## src/rtl/gpio_cell_regs.svh

```systemverilog
// Register offsets, field positions and reset values of the I/O logic cell.
`ifndef GPIO_CELL_REGS_SVH
`define GPIO_CELL_REGS_SVH

// ----------------------------------------------------------------------------
// Register map
// ----------------------------------------------------------------------------
`define ADDR_WIDTH       12
`define DATA_WIDTH       32
`define CTRL_ADDR        12'h000
`define STATUS_ADDR      12'h004
`define CTRL_RESET       32'h0000_0000
`define READ_ZERO        32'h0000_0000

// ----------------------------------------------------------------------------
// Control fields
// ----------------------------------------------------------------------------
`define CTL_MODE_LO      0
`define CTL_MODE_HI      1
`define CTL_IN_REG       2
`define CTL_OUT_REG      3
`define CTL_OE_REG       4
`define CTL_IN_FALL      5
`define CTL_OUT_FALL     6
`define CTL_OE_FALL      7
`define CTL_INVERT       8
`define CTL_DUAL_EDGE_IO_IN      9
`define CTL_DUAL_EDGE_IO_OUT     10
`define CTL_ALT_SEL      11
`define CTL_ROUTE_LO     12
`define CTL_ROUTE_HI     13
`define CTL_PIN_USED     14
`define CTL_USER_MODE    15
`define CTL_PULL_DOWN    16
`define CTL_DIFF_PIN     17
`define CTL_WIDTH        18

// ----------------------------------------------------------------------------
// Status fields
// ----------------------------------------------------------------------------
`define STS_PAD_IN       0
`define STS_RISE_DATA    1
`define STS_FALL_DATA    2
`define STS_PAD_OE       3
`define STS_PAD_OUT      4
`define STS_CONFIGURING  5
`define STS_WIDTH        6

// ----------------------------------------------------------------------------
// Register stages
// ----------------------------------------------------------------------------
`define STG_IN_A         0
`define STG_IN_B         1
`define STG_OUT_A        2
`define STG_OUT_B        3
`define STG_OE           4
`define STG_COUNT        5

`endif

```

## src/rtl/gpio_cell_pkg.sv

```systemverilog
// Types shared by the I/O logic cell modules.
package gpio_cell_pkg;

  typedef enum logic [1:0]
  {
    mode_input,
    mode_output,
    mode_bidir,
    mode_clock
  } pin_mode_type;

  typedef enum logic [1:0]
  {
    route_global_clock,
    route_global_control,
    route_pll_ref,
    route_none
  } alt_route_type;

endpackage

```

## src/rtl/clock_edge_if.sv

```systemverilog
// Edge pulses of a sampled core clock, passed from tracker to register stages.
`timescale 1ns/100ps
interface clock_edge_if;
  logic rise;
  logic fall;
  modport source (output rise, output fall);
  modport sink   (input rise, input fall);
endinterface

```

## src/rtl/clock_edge_tracker.sv

```systemverilog
// Detects rising and falling edges of a core clock sampled on the system clock.
`timescale 1ns/100ps
module clock_edge_tracker
(
  // System
  input  wire logic    clk_in,
  input  wire logic    arst_n_in,
  input  wire logic    ce_in,
  // Sampled clock and edge pulses
  input  wire logic    level_in,
  clock_edge_if.source edge_out
);

  logic prev;
  logic next_prev;

  always_comb
  begin
    next_prev = ce_in ? level_in : prev;
  end

  always_ff @(posedge clk_in or negedge arst_n_in)
  begin
    if (!arst_n_in)
      prev <= 1'b0;
    else
      prev <= next_prev;
  end

  assign edge_out.rise = level_in & ~prev;
  assign edge_out.fall = ~level_in & prev;

endmodule

```

## src/rtl/edge_stage.sv

```systemverilog
// One register stage that loads on the selected edge of its clock.
`timescale 1ns/100ps
module edge_stage
(
  // System
  input  wire logic  clk_in,
  input  wire logic  arst_n_in,
  input  wire logic  ce_in,
  // Edge selection and data
  clock_edge_if.sink edge_in,
  input  wire logic  fall_sel_in,
  input  wire logic  d_in,
  output logic       q_out
);

  logic next_q;

  always_comb
  begin
    next_q = q_out;
    if (ce_in && (fall_sel_in ? edge_in.fall : edge_in.rise))
      next_q = d_in;
  end

  always_ff @(posedge clk_in or negedge arst_n_in)
  begin
    if (!arst_n_in)
      q_out <= 1'b0;
    else
      q_out <= next_q;
  end

endmodule

```

## src/rtl/gpio_io_logic_cell.sv

```systemverilog
// I/O logic cell between core fabric and pad buffer, configured over APB.
//
// Function
// - Cell has input, output and output-enable register stages.
// - Input mode enables receive only, passed through or registered on capture clock.
// - Alternate input path drives its function combinationally, never registered.
// - Dual-edge input samples pad on both capture clock edges, two streams.
// - Output mode enables drive only, passed through or registered on drive clock.
// - Optional inversion of the registered output value in output and bidirectional.
// - Dual-edge output captures two bits on both drive edges, muxed onto pad when the output is registered.
// - Bidirectional: input stage on capture clock, output and enable on drive clock.
// - Bidirectional receive and drive paths choose registering independently.
// - Single-rate input, output and enable stages select rising or falling edge of their clock; dual-edge second stages use falling.
// - Clock-output mode drives the core tree clock onto the pad.
// - During configuration ordinary pins use weak pull-up, driver off.
// - During configuration differential-capable pins float, no pulls.
// - Unused pins after configuration tri-state with pull-up, or pull-down option.
// - Alternate input routes only to global clock, global control or PLL input.
// - Dual-edge input: rising sample on first bit, falling on second.
`timescale 1ns/100ps
`include "gpio_cell_regs.svh"
module gpio_io_logic_cell
  import gpio_cell_pkg::*;
(
  // System
  input  wire logic                    clk_in,
  input  wire logic                    arst_n_in,
  input  wire logic                    ce_in,
  // APB slave
  input  wire logic                    psel_in,
  input  wire logic                    penable_in,
  input  wire logic                    pwrite_in,
  input  wire logic [`ADDR_WIDTH-1:0]  paddr_in,
  input  wire logic [`DATA_WIDTH-1:0]  pwdata_in,
  output logic      [`DATA_WIDTH-1:0]  prdata_out,
  output logic                         pready_out,
  output logic                         pslverr_out,
  // Core fabric side
  input  wire logic                    core_out_in,
  input  wire logic                    core_out_fall_in,
  input  wire logic                    core_oe_in,
  input  wire logic                    capture_clock_in,
  input  wire logic                    drive_clock_in,
  input  wire logic                    tree_clock_in,
  output logic                         rise_capture_data_out,
  output logic                         fall_capture_data_out,
  // Alternate input destinations
  output logic                         global_clock_net_out,
  output logic                         global_control_net_out,
  output logic                         pll_reference_input_out,
  // Pad buffer
  input  wire logic                    pad_in,
  output logic                         pad_out,
  output logic                         pad_oe_out,
  output logic                         pull_up_out,
  output logic                         pull_down_out
);

  // --------------------------------------------------------------------------
  // Configuration register and APB access
  // --------------------------------------------------------------------------
  logic [`CTL_WIDTH-1:0]  ctrl;
  logic [`CTL_WIDTH-1:0]  next_ctrl;
  logic [`DATA_WIDTH-1:0] next_prdata;
  logic [`STS_WIDTH-1:0]  status;
  logic                   setup;
  logic                   access;
  logic                   mapped;

  assign setup  = psel_in & ~penable_in;
  assign access = psel_in & penable_in;
  assign mapped = (paddr_in == `CTRL_ADDR) || (paddr_in == `STATUS_ADDR);

  // Read data is latched in the setup cycle so the access phase needs no wait.
  always_comb
  begin
    next_ctrl   = ctrl;
    next_prdata = prdata_out;
    if (ce_in && setup && !pwrite_in)
    begin
      if (paddr_in == `CTRL_ADDR)
        next_prdata = {{(`DATA_WIDTH-`CTL_WIDTH){1'b0}}, ctrl};
      else if (paddr_in == `STATUS_ADDR)
        next_prdata = {{(`DATA_WIDTH-`STS_WIDTH){1'b0}}, status};
      else
        next_prdata = `READ_ZERO;
    end
    if (ce_in && access && pwrite_in && paddr_in == `CTRL_ADDR)
      next_ctrl = pwdata_in[`CTL_WIDTH-1:0];
  end

  always_ff @(posedge clk_in or negedge arst_n_in)
  begin
    if (!arst_n_in)
    begin
      ctrl       <= `CTL_WIDTH'(`CTRL_RESET);
      prdata_out <= `READ_ZERO;
    end
    else
    begin
      ctrl       <= next_ctrl;
      prdata_out <= next_prdata;
    end
  end

  assign pready_out  = access & ce_in;
  assign pslverr_out = access & ce_in & ~mapped;

  // --------------------------------------------------------------------------
  // Decoded configuration
  // --------------------------------------------------------------------------
  pin_mode_type  mode;
  alt_route_type route;
  logic          user_mode;
  logic          active;
  logic          rx_on;
  logic          tx_on;

  assign mode      = pin_mode_type'(ctrl[`CTL_MODE_HI:`CTL_MODE_LO]);
  assign route     = alt_route_type'(ctrl[`CTL_ROUTE_HI:`CTL_ROUTE_LO]);
  assign user_mode = ctrl[`CTL_USER_MODE];
  assign active    = user_mode & ctrl[`CTL_PIN_USED];
  assign rx_on     = active & ((mode == mode_input) | (mode == mode_bidir));
  assign tx_on     = active & ((mode == mode_output) | (mode == mode_bidir));

  // --------------------------------------------------------------------------
  // Register stages
  // --------------------------------------------------------------------------
  clock_edge_if capture_edges ();
  clock_edge_if drive_edges ();
  logic [`STG_COUNT-1:0] stg_d;
  logic [`STG_COUNT-1:0] stg_fall;
  logic [`STG_COUNT-1:0] stg_q;

  clock_edge_tracker capture_tracker
  (
    .clk_in    (clk_in),
    .arst_n_in (arst_n_in),
    .ce_in     (ce_in),
    .level_in  (capture_clock_in),
    .edge_out  (capture_edges)
  );

  clock_edge_tracker drive_tracker
  (
    .clk_in    (clk_in),
    .arst_n_in (arst_n_in),
    .ce_in     (ce_in),
    .level_in  (drive_clock_in),
    .edge_out  (drive_edges)
  );

  always_comb
  begin
    stg_d              = '0;
    stg_fall           = '0;
    stg_d[`STG_IN_A]   = pad_in;
    stg_fall[`STG_IN_A] = ctrl[`CTL_DUAL_EDGE_IO_IN] ? 1'b0 : ctrl[`CTL_IN_FALL];
    stg_d[`STG_IN_B]   = pad_in;
    stg_fall[`STG_IN_B] = 1'b1;
    stg_d[`STG_OUT_A]  = core_out_in;
    stg_fall[`STG_OUT_A] = ctrl[`CTL_DUAL_EDGE_IO_OUT] ? 1'b0 : ctrl[`CTL_OUT_FALL];
    stg_d[`STG_OUT_B]  = core_out_fall_in;
    stg_fall[`STG_OUT_B] = 1'b1;
    stg_d[`STG_OE]     = core_oe_in;
    stg_fall[`STG_OE]  = ctrl[`CTL_OE_FALL];
  end

  genvar g;
  generate
    for (g = 0; g < `STG_COUNT; g++)
    begin : stage
      if (g < `STG_OUT_A)
      begin : on_capture
        edge_stage reg_stage
        (
          .clk_in      (clk_in),
          .arst_n_in   (arst_n_in),
          .ce_in       (ce_in),
          .edge_in     (capture_edges),
          .fall_sel_in (stg_fall[g]),
          .d_in        (stg_d[g]),
          .q_out       (stg_q[g])
        );
      end
      else
      begin : on_drive
        edge_stage reg_stage
        (
          .clk_in      (clk_in),
          .arst_n_in   (arst_n_in),
          .ce_in       (ce_in),
          .edge_in     (drive_edges),
          .fall_sel_in (stg_fall[g]),
          .d_in        (stg_d[g]),
          .q_out       (stg_q[g])
        );
      end
    end
  endgenerate

  // --------------------------------------------------------------------------
  // Receive path and alternate input
  // --------------------------------------------------------------------------
  logic alt_on;

  assign alt_on = active & (mode == mode_input) & ctrl[`CTL_ALT_SEL];

  always_comb
  begin
    rise_capture_data_out = 1'b0;
    fall_capture_data_out = 1'b0;
    if (rx_on && !alt_on)
    begin
      if (ctrl[`CTL_DUAL_EDGE_IO_IN])
      begin
        rise_capture_data_out = stg_q[`STG_IN_A];
        fall_capture_data_out = stg_q[`STG_IN_B];
      end
      else if (ctrl[`CTL_IN_REG])
        rise_capture_data_out = stg_q[`STG_IN_A];
      else
        rise_capture_data_out = pad_in;
    end
  end

  assign global_clock_net_out    = alt_on & (route == route_global_clock) & pad_in;
  assign global_control_net_out  = alt_on & (route == route_global_control) & pad_in;
  assign pll_reference_input_out = alt_on & (route == route_pll_ref) & pad_in;

  // --------------------------------------------------------------------------
  // Drive path and pad control
  // --------------------------------------------------------------------------
  logic reg_out;
  logic out_val;
  logic oe_val;

  assign reg_out = (ctrl[`CTL_DUAL_EDGE_IO_OUT] && !drive_clock_in) ? stg_q[`STG_OUT_B]
                                                          : stg_q[`STG_OUT_A];
  assign out_val = ctrl[`CTL_OUT_REG] ? (reg_out ^ ctrl[`CTL_INVERT]) : core_out_in;
  assign oe_val  = ctrl[`CTL_OE_REG] ? stg_q[`STG_OE] : core_oe_in;

  always_comb
  begin
    pad_out       = 1'b0;
    pad_oe_out    = 1'b0;
    pull_up_out   = 1'b0;
    pull_down_out = 1'b0;
    if (!user_mode)
    begin
      pull_up_out = ~ctrl[`CTL_DIFF_PIN];
    end
    else if (!ctrl[`CTL_PIN_USED])
    begin
      pull_up_out   = ~ctrl[`CTL_PULL_DOWN];
      pull_down_out = ctrl[`CTL_PULL_DOWN];
    end
    else if (mode == mode_clock)
    begin
      pad_out    = tree_clock_in;
      pad_oe_out = 1'b1;
    end
    else if (tx_on)
    begin
      pad_oe_out = (mode == mode_output) | oe_val;
      pad_out    = pad_oe_out & out_val;
    end
  end

  assign status = {~user_mode, pad_out, pad_oe_out, fall_capture_data_out,
                   rise_capture_data_out, pad_in};
endmodule

```

## config.mk

```make
export PLATFORM = sky130hd
export DESIGN_NAME = gpio_io_logic_cell
export DESIGN_NICKNAME = d
export VERILOG_FILES = /design/src/rtl/gpio_cell_pkg.sv /design/src/rtl/clock_edge_if.sv /design/src/rtl/clock_edge_tracker.sv /design/src/rtl/edge_stage.sv /design/src/rtl/gpio_io_logic_cell.sv
export VERILOG_INCLUDE_DIRS = /design/src /design/src/rtl
export SDC_FILE = /design/constraint.sdc
export NUM_CORES = 1
export LEC_CHECK = 0
export BUFFER_PORTS_ARGS = -buffer_cell sky130_fd_sc_hd__buf_2
export CAP_MARGIN = 20
export CORE_MARGIN = 1.5
export CORE_UTILIZATION = 45
export CTS_BUF_LIST = sky130_fd_sc_hd__clkbuf_16
export DETAILED_ROUTE_END_ITERATION = 16
export PLACE_DENSITY = 0.78
export SYNTH_ARGS = -nofsm -noshare
export SYNTH_HDL_FRONTEND = slang
export SYNTH_SLANG_ARGS = --single-unit
export TNS_END_PERCENT = 20
```

## constraint.sdc

```tcl
create_clock -name clk_in -period 4.5 [get_ports clk_in]
set_input_delay 0.9 -clock clk_in [delete_from_list [all_inputs] [get_ports clk_in]]
set_output_delay 0.9 -clock clk_in [all_outputs]
set_load 0.02 [all_outputs]
```

## Word-level counts from Yosys, hierarchy flattened

Index checks and enable logic that the tools add are counted.

| operators by class | value |
|---|---|
| equality and inequality tests | 6 |
| muxes and demuxes | 27 |
| bitwise operators | 33 |
| reduce and logical (&&, ||, !) cells | 19 |

Operators by type and width:

| operator | number |
|---|---|
| $mux 1 | 25 |
| $and 1x1->1 | 20 |
| $mux 18 | 1 |
| $eq 12x3->1 const B | 1 |
| $logic_and 1x1->1 | 12 |
| $logic_not 12->1 | 1 |
| $not 1->1 | 9 |
| $eq 2x2->1 const B | 3 |
| $mux 6 | 1 |
| $eq 2x1->1 const B | 2 |
| $logic_not 2->1 | 2 |
| $logic_not 1->1 | 3 |
| $or 1x1->1 | 3 |
| $logic_or 1x1->1 | 1 |
| $xor 1x1->1 | 1 |

| storage, ports and cells | value |
|---|---|
| register bits | 57 |
| bits of input ports | 57 |

## Logic depth before layout (Yosys ltp)

Gate-level depths: netlist of run 1.

| depth | value |
|---|---|
| depth in word-level cells | 12 |
| gate-level depth with buffers | 7 |

## Hierarchy

A second synthesis of run 1 with hierarchy kept.

| unflattened totals | value |
|---|---|
| cell total of the unflattened synthesis | 193 |
| area, all modules | 2282.2 µm² |

By module, submodules not included:

| module | times used | cells an instance | area an instance (µm²) | seq. area each (µm²) |
|---|---|---|---|---|
| gpio_io_logic_cell | 1 | 165 | 1901.8 | 900.9 |
| edge_stage | 5 | 4 | 55.1 | 25.0 |
| clock_edge_tracker | 2 | 4 | 52.6 | 25.0 |

## Worst setup path before layout of run 1

OpenSTA, ideal clock, no wires.

| timing | value |
|---|---|
| path kind | input-to-output |
| start point | input port drive_clock_in |
| end point | output port pad_out |
| data arrival time | 1.955 ns |
| data required time | 3.600 ns |
| slack | 1.645 ns |
| stages | 5 |
| path through | nand2b_1 > mux2i_1 > xor2_1 > o31a_1 > a21oi_1 |

| on the way | value |
|---|---|
| longest elaborated chain between the ends | 10 |

Ends and longest elaborated chain:

| item | RTL line | RTL |
|---|---|---|
| start: declaration | gpio_io_logic_cell.sv:43 | `input wire logic drive_clock_in,` |
| $logic_not 1->1 | gpio_io_logic_cell.sv:238 | `` assign reg_out = (ctrl[`CTL_DUAL_EDGE_IO_OUT] && !drive_clock_in) ? stg_q[`STG_OUT_B] `` |
| $logic_and 1x1->1 | gpio_io_logic_cell.sv:238 |  |
| $mux 1 | gpio_io_logic_cell.sv:238 |  |
| $xor 1x1->1 | gpio_io_logic_cell.sv:240 | `` assign out_val = ctrl[`CTL_OUT_REG] ? (reg_out ^ ctrl[`CTL_INVERT]) : core_out_in; `` |
| $mux 1 | gpio_io_logic_cell.sv:240 |  |
| $and 1x1->1 | gpio_io_logic_cell.sv:266 | `pad_out = pad_oe_out & out_val;` |
| $mux 1 | gpio_io_logic_cell.sv:263 | `else if (tx_on)` |
| $mux 1 | gpio_io_logic_cell.sv:258 | `else if (mode == mode_clock)` |
| $mux 1 | gpio_io_logic_cell.sv:253 | `` else if (!ctrl[`CTL_PIN_USED]) `` |
| $mux 1 | gpio_io_logic_cell.sv:249 | `if (!user_mode)` |
| end: declaration | gpio_io_logic_cell.sv:53 | `output logic pad_out,` |

Every way passes these cells.

## Worst setup path after layout of run 1

Ends and elaborated chain as after synthesis.

==> summary.md, run 1 <==
| Metric | Value |
|---|---|
| Critical Path Sink Type | output pin |
| Final net count | between 300 and 400 |
| Switching Share | 20.0% |
| Number of synthesized register bits | 43 |
| Die outline area | 5320 um2 |
| Clock Sinks | 43 |
| Die outline height | roughly 73 um |
| Library cells used by synthesis | 42 |
| Critical Path Source Type | input port |
| Final estimated routing congestion in global placement | between 0.8 and 0.9 |
| H-tree depth | 2 |
| Core region area | between 4000 and 5000 um2 |
| Wire length of the first global-routing pass | about 7200 um |
| Path type of the worst setup path | in2out |
| Accumulated negative setup slack | 0 ns |
| Final hold viol count | 0 |
| Worst Path Max Fanout | 7 |
| Count of filler cells inserted in the layout | 420 |
| Clock tree buffer depth | 2 |
| Global-route total usage across every layer | between 15 and 20% |
| Avg Synthesized Cell Area | ~12 um2 |
| Starting density of the core | a little under half |
| Gate family responsible for the most delay along the worst path | compound AO/OA/AOI/OAI gates |
| Final worst clock skew | about 0.003 ns |
| Final wirelength | ~4400 um |
| Net switching power of the design | around 0.19 mW |
| Number of cells after detailed placement | 320 |
| CP required | 3.60 ns |
| Remaining max-slew budget at the tightest pin | 36.7% |
| Max frequency | ~330 MHz |
| Slowest stage delay, CP | ~0.30 ns |
| Crit path buf inv count | 2 |
| Part of the power in combinational logic | approximately 7.7% |
| Maximum ir drop on the vdd rail | about 0.00014 V |
| Post-DRT Antenna Nets | 0 |
| Post-detailed-route via-to-cell ratio | around 5.0 |
| Overall die width | 72.9 um |
| Result of the run | finished clean |
| CTS tree | yes |
| DRC marker count from the first detailed-route iteration | between 90 and 100 |
| Seq. cell area | 1080 um2 |
| Count of port buffers added during placement | ~70 |
| Arrival time of the worst setup path | 2.12 ns |
| Total gr overflow | 0 |
| CP max stage cell | sky130_fd_sc_hd__o31a_1 |
| Detail-routed net length per standard cell | 13.5 um |
| Power density relative to cell area | about 340 nW/um2 |
| Count of non-filler cells in the finished layout | 328 |
| Buffer count from post-CTS setup fixing | 0 |
| Clock-pin slew on the worst setup and hold paths | 0.06 ns |
| Maxcap violations | 0 |
| Diodes inserted | 0 |
| Final setup violation count | 0 |
| Fraction of final layout cells with drive strength greater than 1 | between 40% and 50% |
| Measured slew at the worst slew-check pin | approximately 0.95 ns |
| Clock network power share | between 40% and 50% |
| Crit path time final | a little over 3 ns |
| Worst path most repeated cell | sky130_fd_sc_hd__buf_2 |
| Maximum number of pins on one net before global-route repair | 44 |
| Final-report max-slew violation count | 0 |
| Synthesized instance count | 190 |
| Via count of the first global-routing pass | roughly 1600 |
| Share of total power in sequential cells | between 40% and 50% |
| Leak Pwr | between 1 and 1.5 nW |
| Synthesis-to-finish area growth | 23.1% |
| I/O pins | 100 |
| CTS buffer count | 5 |
| Number of warnings printed during yosys synthesis | 0 |
| Post-synth design cell area | approximately 2200 um2 |
| Via count | between 1500 and 2000 |
| Part of the Yosys area used for sequential elements | about half |
| DRC errors left | 0 |
| Top library cells by usage in the layout, fill and taps aside | sky130_fd_sc_hd__buf_2 (71), sky130_fd_sc_hd__dfrtp_1 (43), sky130_fd_sc_hd__mux2_2 (23) |
| Min-delay worst type | reg2reg |
| Internal power | 0.745 mW |
| Hold bufs inserted after CTS | 0 |
| Period utilization | ~67% |
| Total of cells resized after clock tree synthesis | 0 |
| Root buffer selected by CTS | sky130_fd_sc_hd__clkbuf_16 |
| CP cell instances | buf_2 > nand2b_1 > mux2i_1 > xor2_1 > o31a_1 > a21oi_1 > buf_2 |
| Post-DP HPWL | 3370 um |
| Total number of placement rows | 25 |
| Total iterations of the first detailed-routing run | 4 |
| Clock latency on the worst-skew pair | 0.28 ns |
| Most common cell after layout, fill and taps aside | sky130_fd_sc_hd__buf_2 |
| Area of the multi-input gates | slightly below 1000 um2 |
| Unrepaired setup endpoints after global routing | false |
| Antenna violations before repair | 0 |
==> metal layers <==
layer	vias up	global-route usage (%)	part of all wire, %
met3	10	4.28	5.7
met2	63	29.8	48
met4	0	6.08	1.9
li1	787	-	-
met1	776	22.0	44
met5	-	0	0
==> tightest hold or removal path: stages (launching register included) <==
cell and delay [ns]:
sky130_fd_sc_hd__dfrtp_1 0.33, sky130_fd_sc_hd__nand2_1 0.05, sky130_fd_sc_hd__o21ai_1 0.06
==> cells by family (layout without fill, tap and decap cells) <==
kind of cell	count (synthesis)	count (layout)	share of synthesized area [%]
AND/OR/NAND/NOR	45	45	12.8
flip-flops	43	43	48.9
AO/OA/AOI/OAI	39	39	12.1
multiplexers	29	29	14.5
buffers and inverters	28	86	8.87
adder cells (fa/ha/maj)	4	4	2.27
other	1	14	0.170
XOR/XNOR	1	1	0.398
==> synthesized netlist by cell type <==
library cell	n	area share, %
sky130_fd_sc_hd__clkbuf_1	1	0.17
sky130_fd_sc_hd__o21ai_1	2	0.45
sky130_fd_sc_hd__ha_1	4	2.3
sky130_fd_sc_hd__nor4_2	1	0.57
sky130_fd_sc_hd__nor3_1	2	0.45
sky130_fd_sc_hd__or2_1	1	0.28
sky130_fd_sc_hd__nand2_1	16	2.7
sky130_fd_sc_hd__a21oi_1	2	0.45
sky130_fd_sc_hd__o211ai_1	1	0.34
sky130_fd_sc_hd__nand3_1	3	0.68
sky130_fd_sc_hd__nor4_4	1	0.97
sky130_fd_sc_hd__or4b_1	1	0.45
sky130_fd_sc_hd__a21o_1	1	0.34
sky130_fd_sc_hd__o22ai_1	1	0.28
sky130_fd_sc_hd__and2_1	1	0.28
sky130_fd_sc_hd__a2111oi_1	2	0.91
sky130_fd_sc_hd__buf_8	1	0.68
sky130_fd_sc_hd__buf_4	17	5.8
sky130_fd_sc_hd__a22o_1	12	4.8
sky130_fd_sc_hd__conb_1	1	0.17
sky130_fd_sc_hd__nor3_4	1	0.74
sky130_fd_sc_hd__o31a_1	1	0.40
sky130_fd_sc_hd__nand3b_1	1	0.34
sky130_fd_sc_hd__mux2_2	23	12
sky130_fd_sc_hd__dfrtp_1	43	49
sky130_fd_sc_hd__o21ai_0	15	3.4
sky130_fd_sc_hd__nor2_8	1	0.91
sky130_fd_sc_hd__nor4bb_1	1	0.45
sky130_fd_sc_hd__a2bb2oi_1	1	0.40
sky130_fd_sc_hd__nor2_1	6	1.0
sky130_fd_sc_hd__nand4_1	1	0.28
sky130_fd_sc_hd__nand2b_1	2	0.57
sky130_fd_sc_hd__o31ai_1	1	0.34
sky130_fd_sc_hd__buf_6	2	1.0
sky130_fd_sc_hd__nor2b_1	1	0.28
sky130_fd_sc_hd__nor3b_1	2	0.68
sky130_fd_sc_hd__inv_1	7	1.2
sky130_fd_sc_hd__nand3_2	1	0.45
sky130_fd_sc_hd__xor2_1	1	0.40
sky130_fd_sc_hd__mux2i_1	6	2.7
sky130_fd_sc_hd__and3_1	1	0.28
sky130_fd_sc_hd__and2_2	1	0.34
==> metrics by stage <==
stage | power (mW) | util [%] | hold slack, ns | cell area (um2) | setup WS, ns
after floorplan | 0.460 | - | 0.474 | 2250 | 1.65
final | 0.931 | 57.4 | 0.478 | 2710 | 1.48
after global placement | 0.481 | 53.4 | 0.459 | 2520 | 1.50
after detailed placement | 0.484 | 53.4 | 0.472 | 2520 | 1.49
after CTS | 0.943 | 57.4 | 0.486 | 2710 | 1.48
after global routing | 0.966 | 57.4 | 0.512 | 2710 | 1.38
==> cell type report <==
class	count	area share, %
inverter	7	0.970
clock buffer	5	4.62
sequential	43	39.7
tap	67	3.09
timing repair buffer	71	13.1
clock inverter	3	2.36
multi-input combinational	132	36.1
==> power by group through the flow <==
stage | clock [mW] | sequential, mW | combinational, mW
4_1_cts | 0.465 | 0.405 | 0.0723
2_1_floorplan | 0 | 0.410 | 0.0492
6_report | 0.455 | 0.405 | 0.0713
3_5_place_dp | 0 | 0.412 | 0.0720
3_3_place_gp | 0 | 0.411 | 0.0700
5_1_grt | 0.480 | 0.407 | 0.0791
==> flip-flops by register name (all words and copies together), names as in the netlist <==
register,flops
prdata_out,18
stage.on_drive.reg_stage.q_out,3
stage.on_capture.reg_stage.q_out,2
ctrl,18
drive_tracker.prev,1
capture_tracker.prev,1
==> worst paths after layout <==
check | slack (ns) | from | cells after the start | to
setup reg to reg | 2.74 | ctrl[0]$_DFFE_PN0P_ | 6 | prdata_out[1]$_DFFE_PN0P_
setup / recovery | 1.48 | drive_clock_in | 7 | pad_out
hold / removal | 0.48 | prdata_out[1]$_DFFE_PN0P_ | 2 | prdata_out[1]$_DFFE_PN0P_
max in group asynchronous | 3.15 | arst_n_in | 1 | prdata_out[11]$_DFFE_PN0P_
hold reg to reg | 0.48 | prdata_out[1]$_DFFE_PN0P_ | 2 | prdata_out[1]$_DFFE_PN0P_
min in group asynchronous | 0.77 | arst_n_in | 1 | prdata_out[7]$_DFFE_PN0P_
No activity file was read; power rests on OpenSTA's default activity.
==> run 2, diff against run 1 <==
==> constraint.sdc (replaced) <==
create_clock -name clk_in -period 2.8 [get_ports clk_in]
set_input_delay 0.56 -clock clk_in [delete_from_list [all_inputs] [get_ports clk_in]]
set_output_delay 0.56 -clock clk_in [all_outputs]
set_load 0.02 [all_outputs]
==> run 2 against run 1 <==
- combinational power increased by 61%
- global-route usage is 0.43 points higher
- first-iteration DRC count grew 13%
- sequential cell count is the same
- worst setup slack worse by 1.2 ns
- die area is the same
- register-to-register slack lost 1.6 ns
- clock power is 61% higher
- critical path type is now reg2out
- highest routed layer unchanged
==> summary.md, run 2 (synthesized netlist as in run 1, its figures left out) <==
| Metric | Value |
|---|---|
| Final hold viol count | 0 (unchanged) |
| Wire length of the first global-routing pass | 7450 um (was 7160 um) |
| Biggest regs | ctrl: 18 flops, prdata_out: 18 flops, stage.on_drive.reg_stage.q_out: 3 flops (unchanged) |
| DRC marker count from the first detailed-route iteration | 105 (was 93) |
| Critical Path Source Type | flip-flop (was input port) |
| I/O pins | 100 (unchanged) |
| Diodes inserted | 0 (unchanged) |
| Unrepaired setup endpoints after global routing | false (unchanged) |
| Logic depth of the worst register-to-register path | 6 (unchanged) |
| Leak Pwr | 1.47 nW (was 1.45 nW) |
| CTS tree | yes (unchanged) |
| Detail-routed net length per standard cell | 13.5 um (about the same) |
| Result of the run | finished clean (unchanged) |
| H-tree depth | 2 (unchanged) |
| Die outline area | 5320 um2 (unchanged) |
| Total number of placement rows | 25 (unchanged) |
| Worst Path Max Fanout | 4 (was 7) |
| Most common cell after layout, fill and taps aside | sky130_fd_sc_hd__buf_2 (unchanged) |
| Via count | 1654 (was 1636) |
| Crit path time final | 2.47 ns |
| Fraction of final layout cells with drive strength greater than 1 | 41.7% (was 41.0%) |
| Clock Sinks | 43 (unchanged) |
| Total of cells resized after clock tree synthesis | 0 (unchanged) |
| Maxcap violations | 0 (unchanged) |
| Global-route total usage across every layer | 18.0% (was 17.6%) |
| CTS buffer count | 5 (unchanged) |
| Buffer count from post-CTS setup fixing | 0 (unchanged) |
| Min-delay worst type | in2async (was reg2reg) |
| Period utilization | between 80% and 90% |
| Critical Path Sink Type | output pin (unchanged) |
| Starting density of the core | 46.6% (unchanged) |
| Final setup violation count | 0 (unchanged) |
| Top library cells by usage in the layout, fill and taps aside | sky130_fd_sc_hd__buf_2 (71), sky130_fd_sc_hd__dfrtp_1 (43), sky130_fd_sc_hd__mux2_2 (23) (unchanged) |
| Path type of the worst setup path | reg2out (was in2out) |
| Worst setup slack after placement | 0.474 ns (was 1.49 ns) |
| Root buffer selected by CTS | sky130_fd_sc_hd__clkbuf_16 (unchanged) |
| Power density relative to cell area | 548 nW/um2 (was 344 nW/um2) |
| Synthesis-to-finish area growth | 24.1% (was 23.1%) |
| DRC errors left | 0 (unchanged) |
| Core region area | 4720 um2 (unchanged) |
| Count of port buffers added during placement | 71 (unchanged) |
| Launching point of the worst reg2reg path | ctrl[0]$_DFFE_PN0P_ (unchanged) |
| Measured slew at the worst slew-check pin | 0.928 ns (was 0.950 ns) |
| Clock latency on the worst-skew pair | 0.28 ns (about the same) |
| Total gr overflow | 0 (unchanged) |
| CP required | 2.24 ns (was 3.60 ns) |
| Arrival time of the worst setup path | 1.91 ns (was 2.12 ns) |
| Final-report max-slew violation count | 0 (unchanged) |
| Post-DP HPWL | 3420 um (was 3370 um) |
| Final estimated routing congestion in global placement | 0.772 (was 0.808) |
| Accumulated negative setup slack | 0 ns (unchanged) |
| Worst Slack Setup Final | 0.326 ns (was 1.48 ns) |
| Count of filler cells inserted in the layout | 414 (was 420) |
| Reg-to-Reg End | prdata_out[1]$_DFFE_PN0P_ (unchanged) |
| Post-detailed-route via-to-cell ratio | 5.00 (was 4.99) |
| Hold bufs inserted after CTS | 0 (unchanged) |
| Die outline height | 72.9 um (unchanged) |
| Max frequency | approximately 400 MHz |
| Final worst clock skew | 0.00290 ns (was 0.00299 ns) |
| Maximum number of pins on one net before global-route repair | 44 (unchanged) |
| Via count of the first global-routing pass | 1601 (was 1614) |
| Post-DRT Antenna Nets | 0 (unchanged) |
| Clock tree buffer depth | 2 (unchanged) |
| Clock-pin slew on the worst setup and hold paths | 0.06 ns (about the same) |
| Total iterations of the first detailed-routing run | 4 (unchanged) |
| Remaining max-slew budget at the tightest pin | 38.2% (was 36.7%) |
| Final net count | 324 (was 321) |
| Maximum ir drop on the vdd rail | 0.000244 V (was 0.000139 V) |
| Antenna violations before repair | 0 (unchanged) |
| Reg-to-reg setup timing slack | 1.10 ns (was 2.74 ns) |
| Final wirelength | 4460 um (was 4430 um) |
| Overall die width | 72.9 um (unchanged) |
run 2: changes by cell type in the layout (fill, tap and decap cells not counted):
cell                    delta
sky130_fd_sc_hd__buf_4     +3
run 2: worst max path at each step:
stage | start | slack [ns] | to
after global placement | drive_clock_in | 0.48 | pad_out
after global routing | ctrl[0]$_DFFE_PN0P_ | 0.15 | pad_out
after detailed placement | drive_clock_in | 0.47 | pad_out
final | ctrl[0]$_DFFE_PN0P_ | 0.33 | pad_out
after CTS | ctrl[0]$_DFFE_PN0P_ | 0.34 | pad_out
after floorplan | ctrl[0]$_DFFE_PN0P_ | 0.56 | fall_capture_data_out
run 2: through the flow:
step	utilization (%)	cells	total power [mW]	area (um2)	hold WS, ns
global placement	53.8	323	0.774	2540	0.457
floorplan	-	203	0.739	2250	0.264
finish	57.8	331	1.50	2730	0.420
CTS	57.8	331	1.51	2730	0.469
global route	57.8	331	1.56	2730	0.485
detailed placement	53.8	323	0.778	2540	0.473
run 2: routing by layer:
metal  wire length (um)  global-route usage (%)
met4                 17                    4.40
met2               2260                    30.1
met5                  0                       0
met1               1930                    23.8
met3                250                    4.14
run 2: worst max-delay path, cell delays in order (launching register included):
cell,delay (ns)
sky130_fd_sc_hd__dfrtp_1,0.40
sky130_fd_sc_hd__inv_1,0.10
sky130_fd_sc_hd__ha_1,0.32
sky130_fd_sc_hd__nor4bb_1,0.21
sky130_fd_sc_hd__o21ai_0,0.13
sky130_fd_sc_hd__o31a_1,0.13
sky130_fd_sc_hd__a21oi_1,0.17
sky130_fd_sc_hd__buf_2,0.19
run 2: area by class of cell:
cell class,count,area (um2),area share [%]
inverters,7,26.3,0.962
repair buffers,74,378,13.8
flip-flops and latches,43,1080,39.4
clock inverters,3,63.8,2.34
well taps,67,83.8,3.07
clock buffers,5,125,4.58
multi-input cells,132,978,35.8
run 2: report_power, final:
group / total, mW / internal, mW / switching, mW / leakage, nW
sequential: 0.651 / 0.641 / 0.0104 / 0.565
combinational: 0.115 / 0.0496 / 0.0649 / 0.806
clock: 0.731 / 0.507 / 0.224 / 0.0952
total: 1.50 / 1.20 / 0.299 / 1.47
==> run 3, diff against run 2 <==
--- a/config.mk
+++ b/config.mk
@@ -8,11 +8,13 @@
 export LEC_CHECK = 0
 export BUFFER_PORTS_ARGS = -buffer_cell sky130_fd_sc_hd__buf_2
 export CAP_MARGIN = 20
+export CELL_PAD_IN_SITES_DETAIL_PLACEMENT = 1
+export CELL_PAD_IN_SITES_GLOBAL_PLACEMENT = 1
 export CORE_MARGIN = 1.5
-export CORE_UTILIZATION = 45
+export CORE_UTILIZATION = 35
 export CTS_BUF_LIST = sky130_fd_sc_hd__clkbuf_16
 export DETAILED_ROUTE_END_ITERATION = 16
-export PLACE_DENSITY = 0.78
+export PLACE_DENSITY = 0.8
 export SYNTH_ARGS = -nofsm -noshare
 export SYNTH_HDL_FRONTEND = slang
 export SYNTH_SLANG_ARGS = --single-unit
==> run 3 against run 2 <==
- clock skew rose by 0.0024 ns
- via count rose by 2.3%
- largest power group unchanged
- combinational power barely moved
- critical path depth did not move
- power fell by 4.2%
- critical path type unchanged
- worst setup slack got worse by 0.056 ns
- hold slack improved by 0.011 ns
==> summary.md, run 3 (synthesized netlist as in run 1, its figures left out) <==
| Metric | Value |
|---|---|
| Result of the run | finished clean (unchanged) |
| Final hold viol count | 0 (unchanged) |
| Worst setup slack after placement | 0.358 ns (was 0.474 ns) |
| Maximum number of pins on one net before global-route repair | 44 (unchanged) |
| Clock-pin slew on the worst setup and hold paths | 0.06 ns (about the same) |
| Fraction of final layout cells with drive strength greater than 1 | 42.0% (was 41.7%) |
| Root buffer selected by CTS | sky130_fd_sc_hd__clkbuf_16 (unchanged) |
| Post-detailed-route via-to-cell ratio | 4.99 (was 5.00) |
| Via count of the first global-routing pass | 1744 (was 1601) |
| Maxcap violations | 0 (unchanged) |
| Antenna violations before repair | 0 (unchanged) |
| Most common cell after layout, fill and taps aside | sky130_fd_sc_hd__buf_2 (unchanged) |
| Overall die width | 82.3 um (was 72.9 um) |
| Arrival time of the worst setup path | 1.97 ns (was 1.91 ns) |
| Wire length of the first global-routing pass | 8490 um (was 7450 um) |
| Global-route total usage across every layer | 16.9% (was 18.0%) |
| Seq. cell area | 1080 um2 (unchanged) |
| Unrepaired setup endpoints after global routing | false (unchanged) |
| Count of filler cells inserted in the layout | 689 (was 414) |
| Maximum ir drop on the vdd rail | 0.000357 V (was 0.000244 V) |
| Gate family responsible for the most delay along the worst path | compound AO/OA/AOI/OAI gates (unchanged) |
| Post-DRT Antenna Nets | 0 (unchanged) |
| Core region area | 5990 um2 (was 4720 um2) |
| Worst Slack Setup Final | 0.271 ns (was 0.326 ns) |
| Power density relative to cell area | 527 nW/um2 (was 548 nW/um2) |
| Total of cells resized after clock tree synthesis | 0 (unchanged) |
| Critical Path Source Type | flip-flop (unchanged) |
| Diodes inserted | 0 (unchanged) |
| Crit path time final | 2.53 ns (was 2.47 ns) |
| CTS tree | yes (unchanged) |
| CP required | 2.24 ns (about the same) |
| Leak Pwr | 1.45 nW (was 1.47 nW) |
| Final estimated routing congestion in global placement | 0.763 (was 0.772) |
| Detail-routed net length per standard cell | 15.9 um (was 13.5 um) |
| Clock tree buffer depth | 2 (unchanged) |
| Critical Path Sink Type | output pin (unchanged) |
| Path type of the worst setup path | reg2out (unchanged) |
| Clock Sinks | 43 (unchanged) |
| Final net count | 324 (unchanged) |
| Starting density of the core | 36.7% (was 46.6%) |
| Overall power of the completed layout | 1.43 mW (was 1.50 mW) |
| Total iterations of the first detailed-routing run | 3 (was 4) |
| Remaining max-slew budget at the tightest pin | 36.0% (was 38.2%) |
| Period utilization | 90.3% (was 88.3%) |
| Final setup violation count | 0 (unchanged) |
| DRC marker count from the first detailed-route iteration | 32 (was 105) |
| Synthesis-to-finish area growth | 23.6% (was 24.1%) |
| Crit path buf inv count | 2 (unchanged) |
| Max frequency | 395 MHz (was 404 MHz) |
| Die outline area | 6770 um2 (was 5320 um2) |
| CP cell instances | inv_1 > ha_1 > nor4bb_1 > o21ai_0 > o31a_1 > a21oi_1 > buf_2 (unchanged) |
| DR WL met2 | 2860 um (was 2260 um) |
| Final worst clock skew | 0.00527 ns (was 0.00290 ns) |
| Worst Path Max Fanout | 4 (unchanged) |
| I/O pins | 100 (unchanged) |
| Biggest regs | ctrl: 18 flops, prdata_out: 18 flops, stage.on_drive.reg_stage.q_out: 3 flops (unchanged) |
| Hold bufs inserted after CTS | 0 (unchanged) |
| CP max stage cell | sky130_fd_sc_hd__dfrtp_1 (unchanged) |
| Clock latency on the worst-skew pair | 0.28 ns (about the same) |
| Accumulated negative setup slack | 0 ns (unchanged) |
| Final-report max-slew violation count | 0 (unchanged) |
| Highest layer used for signal routing | met4 (unchanged) |
| Total gr overflow | 0 (unchanged) |
| DRC errors left | 0 (unchanged) |
| Count of port buffers added during placement | 71 (unchanged) |
| Post-DP HPWL | 4140 um (was 3420 um) |
| Area of the multi-input gates | 978 um2 (unchanged) |
| Total number of placement rows | 28 (was 25) |
| H-tree depth | 2 (unchanged) |
| Final wirelength | 5380 um (was 4460 um) |
| Top library cells by usage in the layout, fill and taps aside | sky130_fd_sc_hd__buf_2 (71), sky130_fd_sc_hd__dfrtp_1 (43), sky130_fd_sc_hd__mux2_2 (23) (unchanged) |
| Slowest stage delay, CP | 0.41 ns (was 0.40 ns) |
| Via count | 1692 (was 1654) |
| Wl on met1 | 2190 um (was 1930 um) |
| Met3 wire length | 255 um (was 250 um) |
| Min-delay worst type | in2async (unchanged) |
| CTS buffer count | 5 (unchanged) |
| Measured slew at the worst slew-check pin | 0.961 ns (was 0.928 ns) |
| Buffer count from post-CTS setup fixing | 0 (unchanged) |
| Die outline height | 82.3 um (was 72.9 um) |
run 3: area by class of cell:
type                            instances  share of cell area (%)
Inverter                                7                   0.966
Sequential cell                        43                    39.5
Clock buffer                            5                    4.60
Multi-Input combinational cell        132                    36.0
Clock inverter                          3                    1.61
Timing Repair Buffer                   74                    13.9
Tap cell                               75                    3.45
run 3: metal layers:
layer  vias up  global-route usage (%)
met4         0                    4.58
met1       840                    19.9
met3         8                    3.85
met2        52                    30.6
met5         -                       0
li1        792                       -
run 3: final timing paths:
path | startpoint | endpoint | slack, ns | cells past startpoint
max | ctrl[0]$_DFFE_PN0P_ | pad_out | 0.27 | 7
min | arst_n_in | prdata_out[10]$_DFFE_PN0P_ | 0.43 | 1
max reg2reg | ctrl[0]$_DFFE_PN0P_ | prdata_out[2]$_DFFE_PN0P_ | 1.08 | 6
min reg2reg | prdata_out[8]$_DFFE_PN0P_ | prdata_out[8]$_DFFE_PN0P_ | 0.50 | 1
max in group asynchronous | arst_n_in | drive_tracker.prev$_DFFE_PN0P_ | 1.77 | 1
min in group clk_in | pwdata_in[1] | ctrl[1]$_DFFE_PN0P_ | 0.48 | 3
run 3: worst register-to-register path: stages, from the launching register on:
cell,delay (ns)
sky130_fd_sc_hd__dfrtp_1,0.42
sky130_fd_sc_hd__inv_1,0.12
sky130_fd_sc_hd__ha_1,0.22
sky130_fd_sc_hd__nor2_1,0.08
sky130_fd_sc_hd__a2111oi_1,0.52
sky130_fd_sc_hd__mux2i_1,0.15
sky130_fd_sc_hd__o21ai_1,0.14
run 3: stage by stage:
stage | hold slack, ns | std cells | utilization (%) | cell area, um2
after floorplan | 0.264 | 203 | - | 2250
after global placement | 0.475 | 331 | 42.6 | 2550
after detailed placement | 0.485 | 331 | 42.6 | 2550
after CTS | 0.472 | 339 | 45.4 | 2720
after global routing | 0.480 | 339 | 45.4 | 2720
final | 0.431 | 339 | 45.4 | 2720
run 3: power by group:
group          internal, mW  switching, mW
clock network         0.421          0.244
registers             0.640         0.0108
logic                0.0496         0.0682
total                  1.11          0.323
